===== src/pmw_map.svh =====
// Register map, field positions, reset values and counts for the power mode control block
// Operation
// (RQ1) Nonzero mode field write enters power saving
// (RQ2) 010/011 memory retention, timer off/on
// (RQ3) 001 deep sleep, 100 register, 111 standby
// (RQ4) Mode field reads previous mode, 000 power-off
// (RQ5) Bit 7 flags wakeup by pin
// (RQ6) Bit 6 flags wakeup by timer tick
// (RQ7) Bit 5 flags wakeup by comparator
// (RQ8) Flags clear on read or mode entry
// (RQ9) Options bit 1 locks retention latches
// (RQ10) Software restores settings before unlocking latches
// (RQ11) Options bit 0 resets watchdog in retention
// (RQ12) Software writes zeros to options bits 7:2
// (RQ13) All four sources start same reset sequence
// (RQ14) Cause bits: 001 pin, 010 watchdog, 100 debugger
// (RQ15) Any write clears the reset cause
// (RQ16) Reset causes accumulate until cleared
// (RQ17) Wakeup selections govern standby wake events
// (RQ18) Bits 7:6 select radio interrupt wake
// (RQ19) Bits 5:4 select timer tick wake
// (RQ20) Bits 3:2 select pin interrupt wake
// (RQ21) Bits 1:0 select miscellaneous interrupt wake
// (RQ22) Miscellaneous interrupt from oscillator, converter, random
// (RQ23) Reserved codes 101/110 start no transition
`ifndef PMW_MAP_SVH
`define PMW_MAP_SVH

// Register indices; byte address is four times the index
`define PMW_IDX_PDC 8'hA4
`define PMW_IDX_WUS 8'hA5
`define PMW_IDX_OPM 8'hAE
`define PMW_IDX_RCA 8'hB1

// Power down control fields
`define PMW_PDC_PIN_BIT 7
`define PMW_PDC_TICK_BIT 6
`define PMW_PDC_COMP_BIT 5

// Operating mode options fields
`define PMW_OPM_LATCH_BIT 1
`define PMW_OPM_WDT_BIT 0

// Wakeup select field positions (low bit of each pair)
`define PMW_WUS_RADIO_LSB 6
`define PMW_WUS_TICK_LSB 4
`define PMW_WUS_PIN_LSB 2
`define PMW_WUS_MISC_LSB 0

// Wakeup select codes
`define PMW_WSEL_IF_EN 2'h0
`define PMW_WSEL_ALWAYS 2'h2

// Reset cause bits
`define PMW_RCA_PIN_BIT 0
`define PMW_RCA_WDT_BIT 1
`define PMW_RCA_DBG_BIT 2

// Reset values
`define PMW_PDC_RST 8'h00
`define PMW_WUS_RST 8'h00
`define PMW_OPM_RST 8'h00

// Reset sequence length in clock cycles
`define PMW_RST_SEQ_CYC 16

`endif


===== src/pmw_pkg.sv =====
// Types shared by the power mode control block
package pmw_pkg;

  // Power saving mode codes
  typedef enum logic [2:0] {
    PMW_MODE_NONE = 3'h0,
    PMW_MODE_DEEP = 3'h1,
    PMW_MODE_MEM_TOFF = 3'h2,
    PMW_MODE_MEM_TON = 3'h3,
    PMW_MODE_REG_RET = 3'h4,
    PMW_MODE_RSV5 = 3'h5,
    PMW_MODE_RSV6 = 3'h6,
    PMW_MODE_STANDBY = 3'h7
  } pmw_mode_e;

  // Power sequencer states, Gray coded from active to down to wake; wake back to active flips both bits
  typedef enum logic [1:0] {
    PMW_ST_ACTIVE = 2'h0,
    PMW_ST_DOWN = 2'h1,
    PMW_ST_WAKE = 2'h3
  } pmw_fsm_e;

  // Whole state of the controller
  typedef struct packed {
    pmw_fsm_e fsm;
    logic [2:0] cur_mode;
    logic [2:0] prev_mode;
    logic [2:0] wake_flags;
    logic [1:0] opm;
    logic [7:0] wus;
    logic [2:0] cause;
    logic [15:0] seq_cnt;
    logic rst_out;
    logic misc_irq;
    logic [1:0] pin_s;
    logic [1:0] comp_s;
    logic [1:0] rstp_s;
    logic dp_wr;
    logic dp_rd;
    logic rd_done;
    logic [7:0] dp_idx;
    logic [31:0] rdata;
  } pmw_state_s;

endpackage

===== src/pmw_ctrl.sv =====
// Power mode, wakeup and reset cause controller with AHB-Lite register slave
//
// Register access over AHB-Lite is this design's own decision.
`timescale 1ns/1ns
`include "pmw_map.svh"

module pmw_ctrl #(
  parameter int RST_SEQ_CYC = `PMW_RST_SEQ_CYC
) (
  // Clock and reset
  input wire logic hclk,
  input wire logic hresetn,

  // AHB-Lite slave
  input wire logic hsel,
  input wire logic [31:0] haddr,
  input wire logic [1:0] htrans,
  input wire logic hwrite,
  input wire logic [2:0] hsize,
  input wire logic [31:0] hwdata,
  input wire logic hready,
  output logic hreadyout,
  output logic hresp,
  output logic [31:0] hrdata,

  // Wakeup sources from pins and analog
  input wire logic wake_pin,
  input wire logic wake_comp,

  // Wakeup sources from on-chip logic
  input wire logic wake_tick,
  input wire logic radio_interrupt,
  input wire logic pin_wakeup_interrupt,
  input wire logic [7:0] interrupt_enable_reg_one,

  // Miscellaneous interrupt sources
  input wire logic crystal_oscillator_fast_ready,
  input wire logic adc_done,
  input wire logic rng_ready,

  // Reset sources
  input wire logic reset_pin_n,
  input wire logic wdt_reset_req,
  input wire logic dbg_reset_req,

  // Power and reset controls
  output logic [2:0] power_mode,
  output logic power_down,
  output logic cpu_clk_stop,
  output logic wakeup_timer_stop,
  output logic retention_latch_lock,
  output logic wdt_hold_reset,
  output logic sys_reset,
  output logic miscellaneous_interrupt
);

  // Reset image of the whole state
  localparam pmw_pkg::pmw_state_s ST_RST = '{
    fsm: pmw_pkg::PMW_ST_ACTIVE,
    cur_mode: 3'h0,
    prev_mode: 3'h0,
    wake_flags: 3'h0,
    opm: 2'h0,
    wus: `PMW_WUS_RST,
    cause: 3'h0,
    seq_cnt: 16'(RST_SEQ_CYC),
    rst_out: 1'b1,
    misc_irq: 1'b0,
    pin_s: 2'h0,
    comp_s: 2'h0,
    rstp_s: 2'h3,
    dp_wr: 1'b0,
    dp_rd: 1'b0,
    rd_done: 1'b0,
    dp_idx: 8'h00,
    rdata: 32'h0000_0000
  };

  pmw_pkg::pmw_state_s st_ff;
  pmw_pkg::pmw_state_s nxt_st;

  logic addr_ok;
  logic rst_evt;
  logic down;
  logic [2:0] wr_mode;
  logic mode_ok;
  logic sb_radio;
  logic sb_tick;
  logic sb_pin;
  logic sb_misc;
  logic w_pin;
  logic w_tick;
  logic w_comp;
  logic w_any;

  // Standby wake decision for one source from its select pair
  function automatic logic sb_wake(input logic [1:0] sel, input logic irq, input logic en);
    logic r;
    r = 1'b0;
    if (sel == `PMW_WSEL_IF_EN) begin
      r = irq & en;
    end else if (sel == `PMW_WSEL_ALWAYS) begin
      r = irq;
    end
    return r;
  endfunction

  // Bus outputs; reads take one wait state so data comes from a flop
  assign hreadyout = !(st_ff.dp_rd && !st_ff.rd_done);
  assign hresp = 1'b0;
  assign hrdata = st_ff.rdata;

  // Control outputs
  assign down = (st_ff.fsm == pmw_pkg::PMW_ST_DOWN);
  assign power_mode = st_ff.cur_mode;
  assign power_down = down && (st_ff.cur_mode != pmw_pkg::PMW_MODE_STANDBY);
  assign cpu_clk_stop = down && (st_ff.cur_mode == pmw_pkg::PMW_MODE_STANDBY); // [RQ3]
  assign retention_latch_lock = st_ff.opm[`PMW_OPM_LATCH_BIT]; // [RQ9]
  assign sys_reset = st_ff.rst_out;
  assign miscellaneous_interrupt = st_ff.misc_irq;

  // Wakeup timer halts in deep sleep and in retention with timer off
  always_comb begin
    wakeup_timer_stop = 1'b0;
    if (down) begin
      wakeup_timer_stop = (st_ff.cur_mode == pmw_pkg::PMW_MODE_DEEP) ||
                          (st_ff.cur_mode == pmw_pkg::PMW_MODE_MEM_TOFF); // [RQ2]
    end
  end

  // Watchdog held in reset in deep sleep, and in retention when enabled
  always_comb begin
    wdt_hold_reset = 1'b0;
    if (down) begin
      if (st_ff.cur_mode == pmw_pkg::PMW_MODE_DEEP) begin
        wdt_hold_reset = 1'b1; // [RQ11]
      end else if (st_ff.cur_mode == pmw_pkg::PMW_MODE_MEM_TOFF ||
                   st_ff.cur_mode == pmw_pkg::PMW_MODE_MEM_TON ||
                   st_ff.cur_mode == pmw_pkg::PMW_MODE_REG_RET) begin
        wdt_hold_reset = st_ff.opm[`PMW_OPM_WDT_BIT]; // [RQ11]
      end
    end
  end

  // Standby wake per source, gated by the select pairs
  always_comb begin
    sb_radio = sb_wake(st_ff.wus[`PMW_WUS_RADIO_LSB +: 2], radio_interrupt,
                       interrupt_enable_reg_one[1]); // [RQ18]
    sb_tick = sb_wake(st_ff.wus[`PMW_WUS_TICK_LSB +: 2], wake_tick,
                      interrupt_enable_reg_one[5]); // [RQ19]
    sb_pin = sb_wake(st_ff.wus[`PMW_WUS_PIN_LSB +: 2], pin_wakeup_interrupt,
                     interrupt_enable_reg_one[3]); // [RQ20]
    sb_misc = sb_wake(st_ff.wus[`PMW_WUS_MISC_LSB +: 2], st_ff.misc_irq,
                      interrupt_enable_reg_one[4]); // [RQ21]
  end

  // Wake causes for the mode in effect
  always_comb begin
    w_pin = 1'b0;
    w_tick = 1'b0;
    w_comp = 1'b0;
    w_any = 1'b0;
    unique case (st_ff.cur_mode)
      pmw_pkg::PMW_MODE_STANDBY: begin
        w_pin = sb_pin;
        w_tick = sb_tick;
        w_any = sb_radio | sb_tick | sb_pin | sb_misc; // [RQ17]
      end
      pmw_pkg::PMW_MODE_DEEP: begin
        w_pin = st_ff.pin_s[1];
        w_any = w_pin;
      end
      pmw_pkg::PMW_MODE_MEM_TOFF: begin
        w_pin = st_ff.pin_s[1];
        w_comp = st_ff.comp_s[1];
        w_any = w_pin | w_comp;
      end
      default: begin
        w_pin = st_ff.pin_s[1];
        w_tick = wake_tick;
        w_comp = st_ff.comp_s[1];
        w_any = w_pin | w_tick | w_comp;
      end
    endcase
  end

  // Decode of a written mode code
  always_comb begin
    wr_mode = hwdata[2:0];
    mode_ok = (wr_mode != pmw_pkg::PMW_MODE_NONE) && // [RQ1]
              (wr_mode != pmw_pkg::PMW_MODE_RSV5) && // [RQ23]
              (wr_mode != pmw_pkg::PMW_MODE_RSV6);   // [RQ23]
  end

  // Address phase qualifier and reset source detection
  assign addr_ok = hsel && htrans[1] && hready;
  assign rst_evt = !st_ff.rstp_s[1] || wdt_reset_req || dbg_reset_req;

  // Next state of the whole controller
  always_comb begin
    nxt_st = st_ff;

    // Input synchronisers
    nxt_st.pin_s = {st_ff.pin_s[0], wake_pin};
    nxt_st.comp_s = {st_ff.comp_s[0], wake_comp};
    nxt_st.rstp_s = {st_ff.rstp_s[0], reset_pin_n};

    // Miscellaneous interrupt request
    nxt_st.misc_irq = crystal_oscillator_fast_ready | adc_done | rng_ready; // [RQ22]

    // Data phase of a write
    nxt_st.dp_wr = 1'b0;
    if (st_ff.dp_wr) begin
      unique case (st_ff.dp_idx)
        `PMW_IDX_PDC: begin
          if (mode_ok && st_ff.fsm == pmw_pkg::PMW_ST_ACTIVE) begin
            nxt_st.fsm = pmw_pkg::PMW_ST_DOWN; // [RQ1]
            nxt_st.cur_mode = wr_mode; // [RQ2] [RQ3]
            nxt_st.wake_flags = 3'h0; // [RQ8]
          end
        end
        `PMW_IDX_WUS: begin
          nxt_st.wus = hwdata[7:0];
        end
        `PMW_IDX_OPM: begin
          nxt_st.opm = hwdata[1:0];
        end
        `PMW_IDX_RCA: begin
          nxt_st.cause = 3'h0; // [RQ15]
        end
        default: begin
        end
      endcase
    end

    // Data phase of a read: capture, then release the bus
    if (st_ff.dp_rd && !st_ff.rd_done) begin
      nxt_st.rd_done = 1'b1;
      nxt_st.rdata = 32'h0000_0000;
      unique case (st_ff.dp_idx)
        `PMW_IDX_PDC: begin
          nxt_st.rdata[7:5] = st_ff.wake_flags; // [RQ5] [RQ6] [RQ7]
          nxt_st.rdata[2:0] = st_ff.prev_mode; // [RQ4]
          nxt_st.wake_flags = 3'h0; // [RQ8]
        end
        `PMW_IDX_WUS: begin
          nxt_st.rdata[7:0] = st_ff.wus;
        end
        `PMW_IDX_OPM: begin
          nxt_st.rdata[1:0] = st_ff.opm;
        end
        `PMW_IDX_RCA: begin
          nxt_st.rdata[2:0] = st_ff.cause;
        end
        default: begin
        end
      endcase
    end else if (st_ff.dp_rd) begin
      nxt_st.dp_rd = 1'b0;
      nxt_st.rd_done = 1'b0;
    end

    // Address phase
    if (addr_ok) begin
      nxt_st.dp_idx = haddr[9:2];
      nxt_st.dp_wr = hwrite && (haddr[31:10] == 22'h0);
      nxt_st.dp_rd = !hwrite;
      nxt_st.rd_done = 1'b0;
      if (haddr[31:10] != 22'h0) begin
        nxt_st.dp_idx = 8'h00;
      end
    end

    // Power sequencer
    unique case (st_ff.fsm)
      pmw_pkg::PMW_ST_ACTIVE: begin
      end
      pmw_pkg::PMW_ST_DOWN: begin
        if (w_any) begin
          nxt_st.fsm = pmw_pkg::PMW_ST_WAKE;
          nxt_st.prev_mode = st_ff.cur_mode; // [RQ4]
          // Mode output drops with the wake so mode and stop controls agree
          nxt_st.cur_mode = pmw_pkg::PMW_MODE_NONE;
          // Set wins over a read clear in the same cycle
          nxt_st.wake_flags[`PMW_PDC_PIN_BIT - 5] = w_pin; // [RQ5]
          nxt_st.wake_flags[`PMW_PDC_TICK_BIT - 5] = w_tick; // [RQ6]
          nxt_st.wake_flags[`PMW_PDC_COMP_BIT - 5] = w_comp; // [RQ7]
        end
      end
      pmw_pkg::PMW_ST_WAKE: begin
        nxt_st.fsm = pmw_pkg::PMW_ST_ACTIVE;
        nxt_st.cur_mode = pmw_pkg::PMW_MODE_NONE;
      end
      default: begin
        nxt_st.fsm = pmw_pkg::PMW_ST_ACTIVE;
      end
    endcase

    // Reset sequence countdown
    if (st_ff.seq_cnt != 16'h0) begin
      nxt_st.seq_cnt = st_ff.seq_cnt - 16'h1;
    end

    // Reset sources restart the sequence and record causes
    if (rst_evt) begin
      nxt_st.seq_cnt = 16'(RST_SEQ_CYC); // [RQ13]
      nxt_st.fsm = pmw_pkg::PMW_ST_ACTIVE;
      nxt_st.cur_mode = pmw_pkg::PMW_MODE_NONE;
      nxt_st.wus = `PMW_WUS_RST;
      nxt_st.opm = 2'h0;
      nxt_st.dp_wr = 1'b0;
      // Causes OR in and win over a clearing write
      nxt_st.cause[`PMW_RCA_PIN_BIT] = st_ff.cause[`PMW_RCA_PIN_BIT] && !(st_ff.dp_wr &&
        st_ff.dp_idx == `PMW_IDX_RCA) || !st_ff.rstp_s[1]; // [RQ14] [RQ16]
      nxt_st.cause[`PMW_RCA_WDT_BIT] = nxt_st.cause[`PMW_RCA_WDT_BIT] | wdt_reset_req; // [RQ14] [RQ16]
      nxt_st.cause[`PMW_RCA_DBG_BIT] = nxt_st.cause[`PMW_RCA_DBG_BIT] | dbg_reset_req; // [RQ14] [RQ16]
    end
    nxt_st.rst_out = (nxt_st.seq_cnt != 16'h0);
  end

  // State register; power-on reset clears the cause record
  always_ff @(posedge hclk or negedge hresetn) begin
    if (!hresetn) begin
      st_ff <= ST_RST; // [RQ14] [RQ16]
    end else begin
      st_ff <= nxt_st;
    end
  end

endmodule


===== config.mk =====
export PLATFORM = sky130hd
export DESIGN_NAME = pmw_ctrl
export DESIGN_NICKNAME = d
export VERILOG_FILES = /design/src/pmw_pkg.sv /design/src/pmw_ctrl.sv
export VERILOG_INCLUDE_DIRS = /design/src
export SDC_FILE = /design/constraint.sdc
export NUM_CORES = 1
export LEC_CHECK = 0
export ABC_AREA = 1
export BUFFER_PORTS_ARGS = -buffer_cell sky130_fd_sc_hd__clkbuf_2
export CAP_MARGIN = 20
export CORE_AREA = 5 5 66 127
export DETAILED_ROUTE_END_ITERATION = 10
export DIE_AREA = 0 0 71 132
export PLACE_DENSITY = 0.83
export SLEW_MARGIN = 15
export SYNTH_ARGS = -nofsm -noshare
export SYNTH_HDL_FRONTEND = slang
export SYNTH_SLANG_ARGS = --single-unit

===== constraint.sdc =====
create_clock -name hclk -period 3.1 [get_ports hclk]
set_input_delay 0.465 -clock hclk [delete_from_list [all_inputs] [get_ports hclk]]
set_output_delay 0.465 -clock hclk [all_outputs]
set_load 0.02 [all_outputs]

# After elaboration in Yosys (flattened, before gate mapping)
# Index checks and enable logic that the tools add are counted.
# word_totals
inputBits	93
elab_cells	140
output_inout_bits	44
reg_bits	67
# classes
n_reduce_logical	43
bitwise	14
n_eq_ne	19
add_sub_neg	1
n_mux	44
# op_table
operator	n
== test 8 bit (second input constant)	4
two-way mux 16 bit	2
nonzero test 16 bit	2
two-way mux 29 bit	1
logical NOT 22 bit	1
two-way mux 11 bit	2
nonzero test 22 bit	1
two-way mux 5 bit	4
two-way mux 1 bit	18
two-way mux 3 bit	6
two-way mux 8 bit	2
subtractor 16 x 1 -> 16 bit (second input constant)	1
case mux 3 bit (2 select lines)	2
logical AND 1 bit	11
== test 2 bit (second input constant)	5
logical NOT 2 bit	5
bitwise OR 1 bit	10
inequality test 3 bit (second input constant)	3
case mux 2 bit (4 select lines)	1
AND reduction 2 bit	4
nonzero test 2 bit	4
== test 3 x 2 -> 1 bit (second input constant)	2
== test 3 bit (second input constant)	2
logical OR 1 bit	6
11 further kinds	22

# Depth between registers and ports, before layout
# Gate-level depths: netlist of the first run.
# logic_depth
ltp_word	12
mapped_depth	11
mapped_depth_nobuf	11

# Worst setup path after synthesis of the first run
# No wires, ideal clock.
# synth_path
path_kind	register to register
start	register st_ff[51] (netlist name)
end	register st_ff (netlist bit sys_reset)
path_slack_ns	1.489
synth_period_minus_slack_ns	1.611
t_required_ns	3.017
n_path_buf	1
setup_ns	0.083
arrival_time_ns	1.528
path_stages_with_launch	11
path_cell_list	dfrtp_1 > inv_1 > ha_1 > nand2_4 > nor2_8 > nand2_4 > buf_6 > nand3_1 > nand4_1 > nor2_1 > nand3_1
# synth_rtl
item	line	source
start: declaration	pmw_ctrl.sv:79	pmw_pkg::pmw_state_s st_ff;
start signal: assignment	pmw_ctrl.sv:326	st_ff <= nxt_st;

# Worst setup path after layout of the first run
# layout_path
start	register st_ff[90] (netlist name)
end	output port wakeup_timer_stop
# layout_via
elab_chain_len	2
# layout_lines
item	line	source
== test 2 x 1 -> 1 bit	pmw_ctrl.sv:114	assign down = (st_ff.fsm == pmw_pkg::PMW_ST_DOWN);
two-way mux 1 bit	pmw_ctrl.sv:125	if (down) begin
end: declaration	pmw_ctrl.sv:50	output logic wakeup_timer_stop,
# No other way between the ends.

==> results.md, run 1 <==
- Synth Area in Adders: 0.003320
- Count leader, synth: nand2_1
- Antenna Nets Post-Route: 0
- Leakage: 2.396 nW
- Fmax: 506.7 MHz
- Htree depth: 3
- Setup bufs post-CTS: 0
- Per-cell routed wire length: between 10 and 15 µm
- Max-slew violations: 0
- Syn Std Cell Area: around 0.0038 mm²
- Number of buffers created by CTS: 9
- Slew HR: 0.4260
- Nets: between 600 and 700
- Worst path max stage delay: 400 ps
- CP Launch Type: flop
- Clock root buffer: clkbuf_16
- Synth Area in Simple Gates: 0.2885
- Largest family of logic cells by synthesized area: simple AND/OR/NAND/NOR gates
- Global-route wire length before repair: around 16000 µm
- DP HPWL: ~7000 µm
- CP Class: flop to output pin
- Layout Area Growth over Synthesis: 17.93%
- Setup_tns: 0 ps
- Top cells by count, synth: nand2_1, inv_1, dfrtp_1
- Clock sink count: 67
- Largest net degree at the start of global routing: roughly 70
- Post-synth ARST share: 1.000
- PD cells: 540.3 mW/mm²
- Hold_buf cts: 0
- Synth area leaders: dfrtp_1, nand2_1, buf_4
- CTS tree: yes
- Run status: finished, final reports clean
- Cell taking the most area after synthesis: dfrtp_1
- Avg Vias per Cell: 5.188
- Final Skew: approximately 8.6 ps
- Vias in the first global route: between 3000 and 4000
- Final Hold Violating Endpoints: 0
- Core area: ~0.0073 mm²
- Pre-Repair DR Iteration Count: 4
- WP data arrival: ~1500 ps
- Via count: about 3400
- Yosys warning count: 0
- Synth Area in Compound Gates: 0.09993
- Post-synthesis register bit count: between 60 and 70
- Data required, critical path: approximately 2600 ps
- Die Wd: between 70 and 80 µm
- Post-synth top flop: dfrtp_1
- Yosys top cell area share: 0.4183
- Xor/xnor share of the synthesized area: 0.004648
- Min cycle time layout: around 2000 ps
- Rows: between 40 and 50
- Min-Delay Startpoint: reset_pin_n
- Synthesized area per cell: 7.884 µm²
- # port buffers: just under 80
- Die ar.: 0.009372 mm²
- Min-delay worst type: primary input to flop
- Mux share of post-synthesis cell area: 0.002656
- Sequential area share after synthesis: 0.4462
- Die Ht: 132 µm
- Least-Margin Pin Slew: about 850 ps
- Max cap viols: 0
- Maximum vdd ir drop: 0.0003644 V
- N_diodes: 0
- Fin util: 0.6116
- Worst Path Max Fanout: 3
- PostCTS Resize Cnt: 0
- Crit-path cells: nor2_1 -> inv_1 -> a21oi_1 -> clkbuf_2
- Crit path max-delay family: flip-flops
- Clock Tree Buf Depth: 2
- Syn Inst Count: 478
- Final wirelength: between 9000 and 10000 µm
- Initial antenna violation count: 0
- Initial Util: 0.5186
- Clk_lat worst skew: 340 ps
- # DRC: 0
- IO Count: around 140
- Gr usage total: 0.2121
- Reg2reg start: st_ff[51]
- Clock Pin Slew Worst Setup and Hold Paths: about 50 ps
- RSZ-0062 raised after global routing: false
- Ratio of cells with drive above 1 in the final layout: 0.2302
- Critical Path Sink Type: output pin
- Period utilisation layout: 0.6367
- Synth cell types: between 40 and 50
- Worst path buffer plus inverter count: 2
- Worst path slowest cell: dfrtp_1
- Routability cong.: between 0.8 and 0.9
- Origin of the worst setup path: st_ff[90]
- Initial drt markers: around 120
- Endpoints failing setup: 0
- Total gr overflow: 0
- EDFF count, synth: 0
sequential cells by signal (all words and copies together), names as in the netlist:
signal,count
st_ff,50
sys_reset,1
miscellaneous_interrupt,1
power_mode,3
nxt_st,3
hrdata,8
retention_latch_lock,1
cells by family after synthesis:
family                   after synthesis
other                                  1
XOR/XNOR                               2
adder cells (fa/ha/maj)                1
buffers and inverters                113
AND/OR/NAND/NOR                      229
flip-flops                            67
AO/OA/AOI/OAI                         64
multiplexers                           1
per-stage QoR:
stage          area (µm²)  total power [mW]  cells  worst slack [ps]  hold slack (ps)
2_1_floorplan        3859             1.072    502              1489            169.4
3_3_place_gp         4069             1.132    632              1232            333.7
3_5_place_dp         4069             1.142    632              1203            338.1
4_1_cts              4444             2.410    648              1105            203.4
5_1_grt              4444             2.475    648             994.9            208.2
6_report             4444             2.401    648              1126            211.5
per-layer routing:
| metal | part of all wire | up-vias | GRT usage | wire length, µm |
|---|---|---|---|---|
| met5 | 0 | - | 0 | 0 |
| met4 | 0.051 | 0 | 0.1433 | 477 |
| li1 | - | 1627 | - | - |
| met1 | 0.32 | 1572 | 0.1961 | 2986 |
| met2 | 0.57 | 125 | 0.3971 | 5314 |
| met3 | 0.057 | 38 | 0.04275 | 529 |
power by group:
| part | switching [mW] | internal, mW | total, mW |
|---|---|---|---|
| Combinational | 0.153 | 0.0686 | 0.221 |
| Sequential | 0.0114 | 0.896 | 0.907 |
| Clock | 0.383 | 0.890 | 1.27 |
area by class of cell:
| class | count | area [µm²] |
|---|---|---|
| clock buffer | 10 | 239.0 |
| multi-input combinational | 322 | 1598 |
| inverter | 71 | 266.5 |
| clock inverter | 6 | 136.4 |
| sequential | 67 | 1682 |
| fill | 639 | 2823 |
| timing repair buffer | 80 | 407.9 |
| tap | 92 | 115.1 |
cell usage in the layout (no fill, tap or decap), types with 5 or more instances in the layout:
cell type,Yosys,routed
inv_2,5,5
o21ai_2,6,6
clkbuf_16,0,9
inv_1,65,65
conb_1,1,25
nand2_1,105,105
nor2_1,43,43
o22ai_1,8,8
nand4_1,7,7
nand3_1,43,43
nand3b_1,5,5
o21ai_0,33,33
dfrtp_1,63,63
a21oi_1,7,7
clkbuf_2,0,76
path summary, 6_finish.rpt:
path	end	slack, ps	cells past startpoint
worst max-delay path	wakeup_timer_stop	1130	4
worst min-delay path	nxt_st[44]	210	1
worst max register to register	sys_reset	1220	11
worst min register to register	st_ff[46]	350	0
max in group asynchronous	power_mode[2]	2240	2
min in group asynchronous	hrdata[0]	310	2
Power figures use the tool's default switching activity.
==> inputs of run 2 (changes only) <==
--- a/config.mk
+++ b/config.mk
@@ -9,10 +9,10 @@
 export ABC_AREA = 1
 export BUFFER_PORTS_ARGS = -buffer_cell sky130_fd_sc_hd__clkbuf_2
 export CAP_MARGIN = 20
-export CORE_AREA = 5 5 66 127
+export CORE_AREA = 5 5 71 138
 export DETAILED_ROUTE_END_ITERATION = 10
-export DIE_AREA = 0 0 71 132
-export PLACE_DENSITY = 0.83
+export DIE_AREA = 0 0 76 143
+export PLACE_DENSITY = 0.75
 export SLEW_MARGIN = 15
 export SYNTH_ARGS = -nofsm -noshare
 export SYNTH_HDL_FRONTEND = slang
==> constraint.sdc (replaced) <==
create_clock -name hclk -period 1.6 [get_ports hclk]
set_input_delay 0.24 -clock hclk [delete_from_list [all_inputs] [get_ports hclk]]
set_output_delay 0.24 -clock hclk [all_outputs]
set_load 0.02 [all_outputs]
==> results.md, run 2 (same netlist as run 1, synthesis figures left out) <==
- Run status: finished with violations
- Failing checks: setup timing
- Leakage: roughly 2.6 nW
- Antenna Nets Post-Route: 0
- DP HPWL: roughly 7300 µm
- Largest Register: st_ff
- Die ar.: around 0.011 mm²
- Comb pwr share: 0.122
- Final worst setup slack: -20.33 ps
- Min-Delay Startpoint: wake_comp
- Clock Tree Buf Depth: 2
- Total gr overflow: 0
- Worst path max stage delay: approximately 440 ps
- IO Count: ~140
- Period utilisation layout: 1.013
- Largest net degree at the start of global routing: just under 70
- Crit-path cells: buf_6 -> nand3_4 -> clkinvlp_4 -> nor2_4 -> nor3b_2 -> nand2_2 -> nand3_4 -> nand2_2 -> o21ai_2
- PD cells: roughly 830 mW/mm²
- Flop2flop setup slack: -20 ps
- CP Launch Type: flop
- Vias in the first global route: 3607
- Maximum vdd ir drop: 0.0006078 V
- Clock sink count: between 60 and 70
- CTS tree: yes
- Core area: approximately 0.0086 mm²
- Clock Pin Slew Worst Setup and Hold Paths: approximately 50 ps
- Die Ht: 143 µm
- Routability cong.: around 0.95
- Min cycle time layout: 1620 ps
- Commonest non-fill, non-tap cell in the layout: nand2_1
- Gr usage total: 0.1796
- Endpoints failing setup: 8
- Via count: approximately 3500
- Final Hold Violating Endpoints: 0
- RSZ-0062 raised after global routing: true
- Reg2reg start: power_mode[0]
- Final wirelength: ~10000 µm
- # DRC: 0
- Crit path max-delay family: simple AND/OR/NAND/NOR gates
- Origin of the worst setup path: power_mode[0]
- Clock root buffer: clkbuf_16
- Internal: ~3 mW
- Per-cell routed wire length: 14.35 µm
- Ratio of cells with drive above 1 in the final layout: 0.3576
- WP data arrival: between 1500 and 2000 ps
- Nets: 679
- Final Skew: ~5.4 ps
- Fmax: a little over 600 MHz
- N_diodes: 0
- Pre-Repair DR Iteration Count: 4
- Worst path buffer plus inverter count: 2
- Worst path slowest cell: dfrtp_2
- Number of buffers created by CTS: 9
- Sequential share of power: 0.431
- Htree depth: 3
- Net Sw Power: ~1.0 mW
- Initial drt markers: 150
- CP Class: flop to flop
- # port buffers: 77
- Critical Path Sink Type: flop
- Total power: roughly 4 mW
- Max cap viols: 0
- Clk network pwr share: 0.447
- Data required, critical path: 1820 ps
- Clk_lat worst skew: 330 ps
- Avg Vias per Cell: between 5 and 6
- Sw Share: 0.2565
- Die Wd: around 76 µm
- Min-delay worst type: primary input to flop
- Final hold slack: about 12 ps
- Max-slew violations: 0
- Layout Area Growth over Synthesis: 29.91%
- Commonest cells after routing, fill and taps aside: nand2_1, clkbuf_2, inv_1
- Initial antenna violation count: 0
- Largest register FFs: 50
- Rows: 48
- Worst Path Max Fanout: 7
- Global-route wire length before repair: 15550 µm
- Initial Util: 0.4388
run 2: cell count changes in the layout (fill, tap and decap cells not counted), moves of 4 or more:
cell,change
buf_6,+5
bufinv_16,-4
nor2_2,+15
a21oi_2,+6
nand2_1,-11
clkinv_2,+4
o21ai_0,-4
nor2_1,-18
nand3_2,+5
nand2_2,+10
nand3_1,-7
a21oi_1,-6
buf_4,+25
run 2: layout make-up:
class	instances	area [µm²]
fillers	777	3692
multi-input cells	324	1826
flip-flops and latches	67	1685
repair buffers	112	701.9
inverters	71	277.8
clock buffers	11	252.7
well taps	100	125.1
clock inverters	5	27.53
run 2: power groups by stage:
| stage | clock network, mW | logic [mW] | registers (mW) |
|---|---|---|---|
| floorplan | 0 | 0.296 | 1.78 |
| finish | 1.82 | 0.496 | 1.76 |
| CTS | 1.85 | 0.470 | 1.76 |
| global placement | 0 | 0.442 | 1.78 |
| detailed placement | 0 | 0.453 | 1.79 |
| global route | 1.92 | 0.554 | 1.76 |
run 2: timing repair:
item	CTS	global route
buffers inserted	8	5
pin swaps	6	14
gates resized for setup	19	58
gates cloned	1	1
hold buffers	2	0
endpoints found under the setup margin	3	22
hold endpoints to repair	64	0
run 2: worst register-to-register path, stage by stage, from the launching register on:
cell and delay (ps):
dfrtp_2 440, buf_6 140, nand3_4 110, clkinvlp_4 130, nor2_4 170, nor3b_2 70, nand2_2 140, nand3_4 150
nand2_2 100, o21ai_2 50
run 2: per-layer routing:
layer / vias up / GRT usage / part of all wire
li1: 1696 / - / -
met1: 1650 / 0.1682 / 0.33
met2: 124 / 0.3341 / 0.57
met3: 35 / 0.04167 / 0.060
met4: 0 / 0.1276 / 0.044
met5: - / 0 / 0
run 2: path summary, 6_finish.rpt:
| check | to | cells past startpoint |
|---|---|---|
| setup reg to reg | st_ff[80] | 9 |
| min in group asynchronous | st_ff[38] | 3 |
| setup / recovery | st_ff[80] | 9 |
| hold / removal | nxt_st[46] | 1 |
| hold reg to reg | st_ff[46] | 0 |
| max in group asynchronous | sys_reset | 3 |
run 2: stage by stage:
step           utilization  instance area, µm²  instances  setup TNS [ps]  worst slack [ps]
3_3_place_gp        0.4930                4234        657          -35.17            -35.17
2_1_floorplan            -                3861        502               0             32.90
4_1_cts             0.5430                4663        684          -2.338            -1.589
6_report            0.5701                4896        690          -96.72            -20.33
5_1_grt             0.5701                4896        690           -1226            -126.8
3_5_place_dp        0.4930                4234        657          -71.85            -71.85
==> inputs of run 3 (changes only) <==
--- a/config.mk
+++ b/config.mk
@@ -9,9 +9,9 @@
 export ABC_AREA = 1
 export BUFFER_PORTS_ARGS = -buffer_cell sky130_fd_sc_hd__clkbuf_2
 export CAP_MARGIN = 20
-export CORE_AREA = 5 5 71 138
+export CORE_AREA = 5 5 103 95
 export DETAILED_ROUTE_END_ITERATION = 10
-export DIE_AREA = 0 0 76 143
+export DIE_AREA = 0 0 108 100
 export PLACE_DENSITY = 0.75
 export SLEW_MARGIN = 15
 export SYNTH_ARGS = -nofsm -noshare
==> constraint.sdc (replaced) <==
create_clock -name hclk -period 1.3 [get_ports hclk]
set_input_delay 0.195 -clock hclk [delete_from_list [all_inputs] [get_ports hclk]]
set_output_delay 0.195 -clock hclk [all_outputs]
set_load 0.02 [all_outputs]
==> results.md, run 3 (same netlist as run 1, synthesis figures left out) <==
- Run status: finished with violations
- Failing checks: setup timing
- Vias in the first global route: roughly 4300
- Final Skew: 9.763 ps
- Crit-path cells: buf_6 -> nor2_4 -> nand2_1 -> nor2_1 -> nand2_1 -> nand2_1 -> nand2_1 -> nand3_4 -> nand2_1 -> nor2_1 -> nand3_2
- Setup_tns: -14140 ps
- Per-cell routed wire length: a little over 20 µm
- IO Count: 137
- CTS tree: yes
- WP data arrival: between 2000 and 2500 ps
- Final worst setup slack: -503.9 ps
- Die Ht: 100 µm
- Global-route wire length before repair: around 21000 µm
- Least-Margin Pin Slew: around 840 ps
- Max-slew violations: 0
- Clock root buffer: clkbuf_8
- Worst path max stage delay: 460 ps
- Total gr overflow: 0
- Fin util: 0.7706
- Crit path max-delay family: simple AND/OR/NAND/NOR gates
- Nets: around 780
- Min-delay worst type: primary input to flop
- Worst path slowest cell: dfrtp_1
- Data required, critical path: approximately 1600 ps
- Critical Path Sink Type: flop
- Filler Cell Count: 445
- Crit path top cell by count: nand2_1
- Final wirelength: around 17000 µm
- Largest register FFs: 50
- Worst Path Max Fanout: 3
- CP Launch Type: flop
- Number of buffers created by CTS: 9
- Worst r2r path cells: 11
- Routability cong.: ~0.9
- Clock Tree Buf Depth: 2
- Layout Area Growth over Synthesis: 73.57%
- Initial Util: 0.4440
- Endpoints failing setup: 59
- Design area: ~0.0065 mm²
- CP Class: flop to flop
- Period utilisation layout: 1.388
- Gr usage total: 0.2430
- Clock Pin Slew Worst Setup and Hold Paths: roughly 90 ps
- Largest net degree at the start of global routing: a little under 70
- Worst path depth: 11
- Final hold slack: ~37 ps
- DP HPWL: approximately 7600 µm
- # port buffers: 77
- Commonest non-fill, non-tap cell in the layout: buf_4
- Die Wd: 108 µm
- Maximum vdd ir drop: about 0.00065 V
- Final Hold Violating Endpoints: 0
- Initial antenna violation count: 0
- Slew HR: 0.4343
- Ratio of cells with drive above 1 in the final layout: 0.6299
- RSZ-0062 raised after global routing: true
- Hold depth: 2
- N_diodes: 0
- Htree depth: 3
- Clk_lat worst skew: about 360 ps
- Commonest cells after routing, fill and taps aside: buf_4, clkbuf_2, nand2_1, dfrtp_1, buf_6
- Leakage: approximately 3.2 nW
- Rows: 32
- Core area: between 0.008 and 0.009 mm²
- Antenna Nets Post-Route: 0
- Largest Register: st_ff
- Max cap viols: 0
- Initial drt markers: roughly 470
- Pre-CTS setup slack: -320.8 ps
- Clock sink count: 67
- Min cycle time layout: 1804 ps
- Via count: between 4000 and 5000
- # DRC: 0
- Die ar.: roughly 0.011 mm²
- Avg Vias per Cell: between 5 and 6
- PD cells: between 800 and 900 mW/mm²
- Worst path buffer plus inverter count: 1
- Pre-Repair DR Iteration Count: 7
- Total placed instance area: 0.004788 mm²
- Fmax: 554.3 MHz
run 3: where the power goes:
part           switching, mW  internal, mW
clock                  0.974          1.10
combinational          0.639         0.485
sequential            0.0371          2.13
total                   1.65          3.71
run 3: worst reg2reg max path, cell delays in order, from the launching register on:
cell and delay (ps):
dfrtp_1 460, buf_6 170, nor2_4 120, nand2_1 80
nor2_1 170, nand2_1 80, nand2_1 90, nand2_1 130
nand3_4 120, nand2_1 70, nor2_1 160, nand3_2 80
run 3: area by class of cell:
class	count	area, µm²	share of cell area
clock inverter	7	100.1	0.01530
tap	119	148.9	0.02276
sequential	67	1687	0.2578
inverter	71	286.5	0.04380
clock buffer	9	123.9	0.01894
multi-input combinational	325	2476	0.3785
timing repair buffer	210	1719	0.2628
run 3: timing repair:
action                                  in CTS  in global routing
pin swaps                                   45                 54
gates resized for setup                    212                117
cloned                                       4                  0
hold endpoints to repair                    66                  0
setup buffers                               27                 23
endpoints found under the setup margin      54                 58
hold buffers                                 4                  0
run 3: final timing paths:
| check | slack, ps | from | endpoint |
|---|---|---|---|
| min reg2reg | 360 | nxt_st[46] | st_ff[46] |
| max in group asynchronous | 560 | hresetn | sys_reset |
| min | 40 | adc_done | miscellaneous_interrupt |
| max | -500 | st_ff[58] | sys_reset |
| max reg2reg | -500 | st_ff[58] | sys_reset |
| min in group asynchronous | 380 | hresetn | hrdata[1] |
run 3: per-stage QoR:
step	total power, mW	std cells
6_report	5.364	808
5_1_grt	5.498	808
4_1_cts	5.059	789
3_5_place_dp	2.807	739
3_3_place_gp	2.791	739
2_1_floorplan	2.569	502
run 3: metal layers:
metal	part of all wire	global-route usage	vias to the layer above
met5	0	0	-
met4	0.075	0.08447	0
met2	0.50	0.4455	348
li1	-	-	1907
met3	0.086	0.05402	123
met1	0.34	0.2776	2230
